### src/rtl/ttl_pkg.sv
// Constants for the transmit test and loopback control block
package ttl_pkg;
  localparam int          REG_W            = 8;
  localparam int          ADDR_W           = 5;
  // Register addresses
  localparam logic [4:0]  ADDR_CTRL        = 5'h02;
  localparam logic [4:0]  ADDR_DETECT      = 5'h03;
  localparam logic [7:0]  CTRL_RESET       = 8'h00;
  localparam logic [1:0]  DETECT_RESET     = 2'h0;
  // Field positions in the control register
  localparam int          POS_PAT_HI       = 6;
  localparam int          POS_PAT_MID      = 5;
  localparam int          POS_PAT_LOW      = 4;
  localparam int          POS_TX_ON        = 3;
  localparam int          POS_LOOP_TOP     = 2;
  // Pattern selector codes
  localparam logic [2:0]  PAT_LOOP_UP      = 3'h2;
  localparam logic [2:0]  PAT_LOOP_DOWN    = 3'h3;
  // Loop codes, sent MSB first
  localparam logic [4:0]  LOOP_UP_CODE     = 5'h01;
  localparam int          LOOP_UP_LEN      = 5;
  localparam logic [2:0]  LOOP_DOWN_CODE   = 3'h1;
  localparam int          LOOP_DOWN_LEN    = 3;
  // PRBS lengths and zero limit
  localparam int          PRBS_T1_LEN      = 20;
  localparam int          PRBS_E1_LEN      = 15;
  localparam int          PRBS_T1_TAP      = 17;
  localparam int          PRBS_E1_TAP      = 14;
  localparam int          MAX_ZEROS        = 14;
  localparam logic [19:0] PRBS_SEED        = 20'hFFFFF;
  typedef enum logic [3:0] {
    LB_NONE    = 4'h1,
    LB_DUAL    = 4'h2,
    LB_ANALOG  = 4'h4,
    LB_REMOTE  = 4'h8
  } ttl_lb_type;
endpackage : ttl_pkg
### src/rtl/ttl_ctrl.sv
// Transmit test pattern and loopback control register block
module ttl_ctrl
  import ttl_pkg::*;
(
  // Clock and reset
  input  wire logic              i_core_clk,
  input  wire logic              i_resetn,
  // Register port
  input  wire logic [ADDR_W-1:0] i_addr,
  input  wire logic [REG_W-1:0]  i_wdata,
  input  wire logic              i_wr,
  input  wire logic              i_rd,
  output logic      [REG_W-1:0]  o_rdata,
  // Line side
  input  wire logic              i_e1_mode,
  input  wire logic              i_tx_data,
  input  wire logic              i_bit_tick,
  input  wire logic              i_loop_code_seen,
  output logic                   o_tx_bit,
  output logic                   o_transmitter_power_on,
  // Loopback selection
  output logic                   o_dual_loopback,
  output logic                   o_analog_loopback,
  output logic                   o_remote_loopback,
  output logic                   o_digital_loopback
);
  logic [REG_W-1:0] ctrl;
  logic [1:0]       detect_en;
  logic [2:0]       code_idx;
  logic [19:0]      prbs;
  logic [3:0]       zero_run;
  logic             e1_meta, e1_sync, seen_meta, seen_sync;
  logic             err_armed;
  logic [REG_W-1:0] next_rdata;
  logic             next_tx_bit;

  // Pin synchronisers
  always_ff @(posedge i_core_clk)
  begin
    e1_meta   <= i_e1_mode;
    e1_sync   <= e1_meta;
    seen_meta <= i_loop_code_seen;
    seen_sync <= seen_meta;
  end

  // Field decode
  wire [2:0] pat_sel = {ctrl[POS_PAT_HI], ctrl[POS_PAT_MID],
                        ctrl[POS_PAT_LOW]};
  wire       send_loop_up_code   = (pat_sel == PAT_LOOP_UP);
  wire       send_loop_down_code = (pat_sel == PAT_LOOP_DOWN);
  wire       send_prbs_pattern   = pat_sel[2];
  wire       invert_prbs_pattern = pat_sel[2] & pat_sel[0];
  wire       inject_single_bit_error = pat_sel[2] & pat_sel[1];
  wire       loopback_sel_top = ctrl[POS_LOOP_TOP];
  wire [1:0] loopback_sel_low2 = ctrl[POS_LOOP_TOP-1:0];
  wire       wr_ctrl   = i_wr & (i_addr == ADDR_CTRL);
  wire       wr_detect = i_wr & (i_addr == ADDR_DETECT);
  // Selector change restarts any loop code at its first bit
  wire       sel_change = wr_ctrl
                          & (i_wdata[POS_PAT_HI:POS_PAT_LOW] != pat_sel);
  wire       loop_code = send_loop_up_code | send_loop_down_code;
  wire [2:0] code_last = send_loop_up_code ? 3'(LOOP_UP_LEN - 1)
                                           : 3'(LOOP_DOWN_LEN - 1);
  wire       code_bit  = send_loop_up_code
                         ? LOOP_UP_CODE[3'(LOOP_UP_LEN - 1) - code_idx]
                         : LOOP_DOWN_CODE[2'(LOOP_DOWN_LEN - 1)
                                          - 2'(code_idx)];
  wire       prbs_fb   = e1_sync ? prbs[PRBS_E1_LEN-1] ^ prbs[PRBS_E1_TAP-1]
                                 : prbs[PRBS_T1_LEN-1] ^ prbs[PRBS_T1_TAP-1];
  wire       prbs_out  = (!e1_sync && zero_run >= 4'(MAX_ZEROS)) | prbs_fb;

  // Loopback mode decode
  function automatic ttl_lb_type lb_decode(input logic top,
                                           input logic [1:0] low);
    if (!top)
      return LB_NONE;
    case (low)
      2'h0:    return LB_DUAL;
      2'h1:    return LB_ANALOG;
      2'h2:    return LB_REMOTE;
      default: return ttl_lb_type'(4'h0);
    endcase
  endfunction : lb_decode
  wire ttl_lb_type lb_mode = lb_decode(loopback_sel_top,
                                       loopback_sel_low2);
  wire       digital_sel = loopback_sel_top & (&loopback_sel_low2);
  // Auto remote loopback blocked while sending loop-up
  wire       auto_ok = (&detect_en) & ~send_loop_up_code;

  always_comb
  begin
    next_rdata = '0;
    if (i_rd && i_addr == ADDR_CTRL)
      next_rdata = ctrl;
    else if (i_rd && i_addr == ADDR_DETECT)
      next_rdata = {detect_en, 6'h00};
  end

  always_comb
  begin
    next_tx_bit = i_tx_data;
    if (loop_code)
      next_tx_bit = code_bit;
    else if (send_prbs_pattern)
      next_tx_bit = prbs_out ^ invert_prbs_pattern ^ (inject_single_bit_error
                    & err_armed);
  end

  // Registers
  always_ff @(posedge i_core_clk)
  begin
    if (!i_resetn)
    begin
      ctrl      <= CTRL_RESET;
      detect_en <= DETECT_RESET;
    end
    else
    begin
      if (wr_ctrl)
        ctrl <= i_wdata;
      if (wr_detect)
        detect_en <= i_wdata[REG_W-1:REG_W-2];
    end
  end

  // Pattern generators
  always_ff @(posedge i_core_clk)
  begin
    if (!i_resetn)
    begin
      code_idx  <= '0;
      prbs      <= PRBS_SEED;
      zero_run  <= '0;
      err_armed <= 1'b0;
    end
    else
    begin
      if (!loop_code || sel_change)
        code_idx <= '0;
      else if (i_bit_tick)
        code_idx <= (code_idx >= code_last) ? 3'h0
                                            : code_idx + 3'h1;
      if (i_bit_tick && send_prbs_pattern)
      begin
        prbs     <= {prbs[18:0], prbs_fb};
        zero_run <= prbs_out ? 4'h0 : zero_run + 4'h1;
      end
      if (wr_ctrl)
        err_armed <= 1'b1;
      else if (i_bit_tick)
        err_armed <= 1'b0;
    end
  end

  // Outputs
  always_ff @(posedge i_core_clk)
  begin
    if (!i_resetn)
    begin
      o_rdata                <= '0;
      o_tx_bit               <= 1'b0;
      o_transmitter_power_on <= 1'b0;
      o_dual_loopback        <= 1'b0;
      o_analog_loopback      <= 1'b0;
      o_remote_loopback      <= 1'b0;
      o_digital_loopback     <= 1'b0;
    end
    else
    begin
      o_rdata                <= next_rdata;
      if (i_bit_tick)
        o_tx_bit             <= next_tx_bit;
      o_transmitter_power_on <= ctrl[POS_TX_ON];
      o_dual_loopback        <= (lb_mode == LB_DUAL);
      o_analog_loopback      <= (lb_mode == LB_ANALOG);
      o_remote_loopback      <= (lb_mode == LB_REMOTE)
                                | (auto_ok & seen_sync);
      o_digital_loopback     <= digital_sel;
    end
  end
endmodule : ttl_ctrl

### config.mk
export PLATFORM = sky130hd
export DESIGN_NAME = ttl_ctrl
export DESIGN_NICKNAME = d
export VERILOG_FILES = /design/src/rtl/ttl_pkg.sv /design/src/rtl/ttl_ctrl.sv
export SDC_FILE = /design/constraint.sdc
export NUM_CORES = 1
export LEC_CHECK = 0
export BUFFER_PORTS_ARGS = -buffer_cell sky130_fd_sc_hd__buf_2
export CORE_MARGIN = 4
export CORE_UTILIZATION = 40
export DETAILED_ROUTE_END_ITERATION = 16
export REMOVE_ABC_BUFFERS = 1
export SKIP_CTS_REPAIR_TIMING = 1
export SYNTH_ARGS = -nofsm -noshare
export SYNTH_HDL_FRONTEND = slang
export SYNTH_SLANG_ARGS = --single-unit
export TNS_END_PERCENT = 50
### constraint.sdc
create_clock -name i_core_clk -period 4.2 [get_ports i_core_clk]
set_input_delay 0.84 -clock i_core_clk [delete_from_list [all_inputs] [get_ports i_core_clk]]
set_output_delay 0.84 -clock i_core_clk [all_outputs]
set_load 0.03 [all_outputs]
==> metrics.md <==
| Metric | Value |
|---|---|
| Status | `completed` |
| Number of antenna violations at the first check in global routing | `0` |
| Clock sinks | `56` |
| Final nets | `290` |
| DP Wirelength | `2720 um` |
| Via Count | `roughly 1600` |
| Clock Latency Late Sink | `approximately 300 ps` |
| Post-Synth XOR/XNOR Area | `0.0284` |
| Worst-margin pin slew | `828 ps` |
| Vias in the first global route | `1469` |
| Commonest non-fill, non-tap cells in the layout | `56 x dfxtp_1, 49 x nand2_1, 34 x buf_2, 21 x nand3_1, 15 x mux2i_1` |
| Final Core Density | `0.477` |
| Hold Vio Cnt, Final | `0` |
| Number of synthesized flops with an enable pin | `0` |
| Max-cap violation count | `0` |
| Clock skew | `slightly above 6 ps` |
| Final setup TNS | `0 ps` |
| Mux cell area share after synthesis | `0.0696` |
| Gr ovfl total | `0` |
| H-Tree Level Count | `2` |
| PortBufs | `34` |
| P per Cell Area | `approximately 350 nW/um^2` |
| Mapped cell area | `~2200 sq um` |
| Worst Hold Path EP | `seen_sync` |
| Fmax | `465 MHz` |
| Ys async rst share | `0` |
| Adder and majority cell fraction of the synthesized area | `0.0464` |
| Diode count | `0` |
| Compound-Gate Fraction of Synth Area | `0.0597` |
| CTS max path bufs | `2` |
| Yosys synthesis warning count | `0` |
| Syn_area_per_cell | `roughly 9.4 sq um` |
| Fin worst setup slack | `between 2000 and 2500 ps` |
| CTS clk-pin slew, worst paths | `around 90 ps` |
| Sequential fraction of the synthesis area | `0.519` |
| CP max stage delay | `~610 ps` |
| Most common cell after layout, fill and taps aside | `dfxtp_1` |
| CTS Buf Count | `5` |
| Setup violators final | `0` |
| Pin count of the biggest net entering global routing | `38` |
| Largest family of logic cells by synthesized area | `simple AND/OR/NAND/NOR gates` |
| Via density | `between 4 and 5` |
| I/O pin cnt | `35` |
| Vert. Die Dim | `about 80 um` |
| CP top delay family | `simple AND/OR/NAND/NOR gates` |
| Leakage | `1.12 nW` |
| Crit Path Category | `in2reg` |
| Die ar. | `6630 sq um` |
| Cells along the critical path | `buf_2 > nor3_2 > nand4b_1 > o2111ai_2 > a21oi_1` |
| Overall power | `~0.87 mW` |
| Share of layout cells above drive strength 1 | `0.183` |
| RR Startpoint | `ctrl[6]` |
| Placer Congestion | `a little under 0.8` |
| Max VDD drop | `roughly 0.19 mV` |
| Worst slew margin | `0.447` |
| Reg2reg path depth | `5` |
| Width of the die | `81.5 um` |
| Setup WS pre-CTS | `approximately 1800 ps` |
| Ys flop type | `dfxtp_1` |
| WP data arrival | `2330 ps` |
| Root buf cell | `clkbuf_8` |
| Yosys cell types | `31` |
| Initial DRC Count | `between 40 and 50` |
| Detail Route Antenna Nets | `0` |
| 1st-pass router iterations | `4` |
| Worst Path Buf+Inv | `1` |
| Worst setup EP type | `register` |
| Layout area overhead | `14.4%` |
| Total Routing Usage GR | `0.127` |
| Routed len/inst | `11.8 um` |
| RR Endpoint | `zero_run[3]` |
| Hold Path Stages | `0` |
| Post-layout min period | `2150 ps` |
| DRC | `0` |
| FF+latch count, synth | `56` |
| Core box area | `5170 sq um` |
| HP Start | `seen_meta` |
| FF-to-FF setup slack | `2400 ps` |
| CTS tree | `yes` |
| Startpoint types | `input port` |
| First-pass GRT wire length | `between 6000 and 7000 um` |
| Standard-cell rows | `26` |
| Initial Utilization | `0.417` |
| Fill cells | `485` |
| Hold Path Class | `reg2reg` |
| Mapped Cells | `between 200 and 250` |
| Worst Path Required | `between 4000 and 5000 ps` |
| Largest fanout on the critical path | `10` |
| Post-Synth Simple-Gate Area | `0.243` |
| Total Routed Length | `around 4000 um` |
| Max Slew Vio Count | `0` |
| RSZ-0062 raised after global routing | `no` |
| Slowest stage cell on the critical path | `nand4b_1` |
| Share of the clock period used by the worst path | `0.512` |
## logic make-up (layout without fill, tap and decap cells)
kind of cell    count (synthesis)  after routing
simple gates                  109            109
flops                          56             56
compound gates                 18             18
buf+inv                        16             49
mux                            15             15
fa+ha+maj                       8              8
xor+xnor                        7              7
## sequential cells by signal (all words and copies together), names as in the netlist
| name | flops |
|---|---|
| o_digital_loopback | 1 |
| code_idx | 3 |
| seen_meta | 1 |
| o_rdata | 8 |
| e1_sync | 1 |
| seen_sync | 1 |
| e1_meta | 1 |
| err_armed | 1 |
| ctrl | 8 |
| o_transmitter_power_on | 1 |
| o_remote_loopback | 1 |
| o_dual_loopback | 1 |
| o_analog_loopback | 1 |
| detect_en | 2 |
| o_tx_bit | 1 |
| zero_run | 4 |
| prbs | 20 |
## synthesized netlist by cell type, types with 2 or more instances
master    number  area (sq um)
nor2_1         8          30.0
buf_4          2          15.0
ha_1           8           100
xnor2_1        2          17.5
a21oi_1        4          20.0
inv_1          6          22.5
nand2_1       49           184
xor2_1         5          43.8
clkbuf_1       5          18.8
dfxtp_1       56          1120
mux2i_1       15           150
a21boi_0       2          15.0
nand4b_1       2          17.5
and2_1         7          43.8
buf_2          3          15.0
nor2b_1       10          62.6
o21ai_0        4          20.0
nand4_1        4          25.0
nand3_1       21           105
a211oi_1       2          15.0
nor3b_1        2          15.0
nand3b_1       2          15.0
o211ai_1       2          15.0
## stage by stage
step           instances  instance area [sq um]  hold slack, ps
6_report             332                   2470             336
5_1_grt              332                   2470             343
4_1_cts              332                   2470             336
3_5_place_dp         324                   2370             313
3_3_place_gp         324                   2370             310
2_1_floorplan        219                   2110             310
## where the power goes
part / switching (mW) / total (mW) / internal (mW)
sequential: 0.00248 / 0.538 / 0.535
clock: 0.162 / 0.296 / 0.134
combinational: 0.0186 / 0.0337 / 0.0151
total: 0.183 / 0.867 / 0.684
## layer usage
| metal | GRT usage | share of wire |
|---|---|---|
| met5 | 0 | 0 |
| met4 | 0.0405 | 0.011 |
| met3 | 0.0318 | 0.060 |
| met2 | 0.220 | 0.45 |
| met1 | 0.153 | 0.47 |
## worst max path at each step
| stage | startpoint | depth (start not counted) | to |
|---|---|---|---|
| after floorplan | i_addr[3] | 4 | code_idx[0] |
| after CTS | i_addr[3] | 5 | code_idx[1] |
| after global placement | i_addr[3] | 5 | code_idx[1] |
| final | i_addr[3] | 5 | code_idx[1] |
| after global routing | i_addr[3] | 5 | code_idx[1] |
| after detailed placement | i_addr[3] | 5 | code_idx[1] |
## cell type report
| cell class | instances | area, sq um | area share |
|---|---|---|---|
| clock buffer | 7 | 86.3 | 0.0350 |
| multi-input combinational | 157 | 966 | 0.391 |
| clock inverter | 1 | 7.51 | 0.00304 |
| timing repair buffer | 35 | 178 | 0.0720 |
| inverter | 6 | 22.5 | 0.00912 |
| tap | 70 | 87.6 | 0.0355 |
| sequential | 56 | 1120 | 0.454 |
Power figures use the tool's default switching activity.
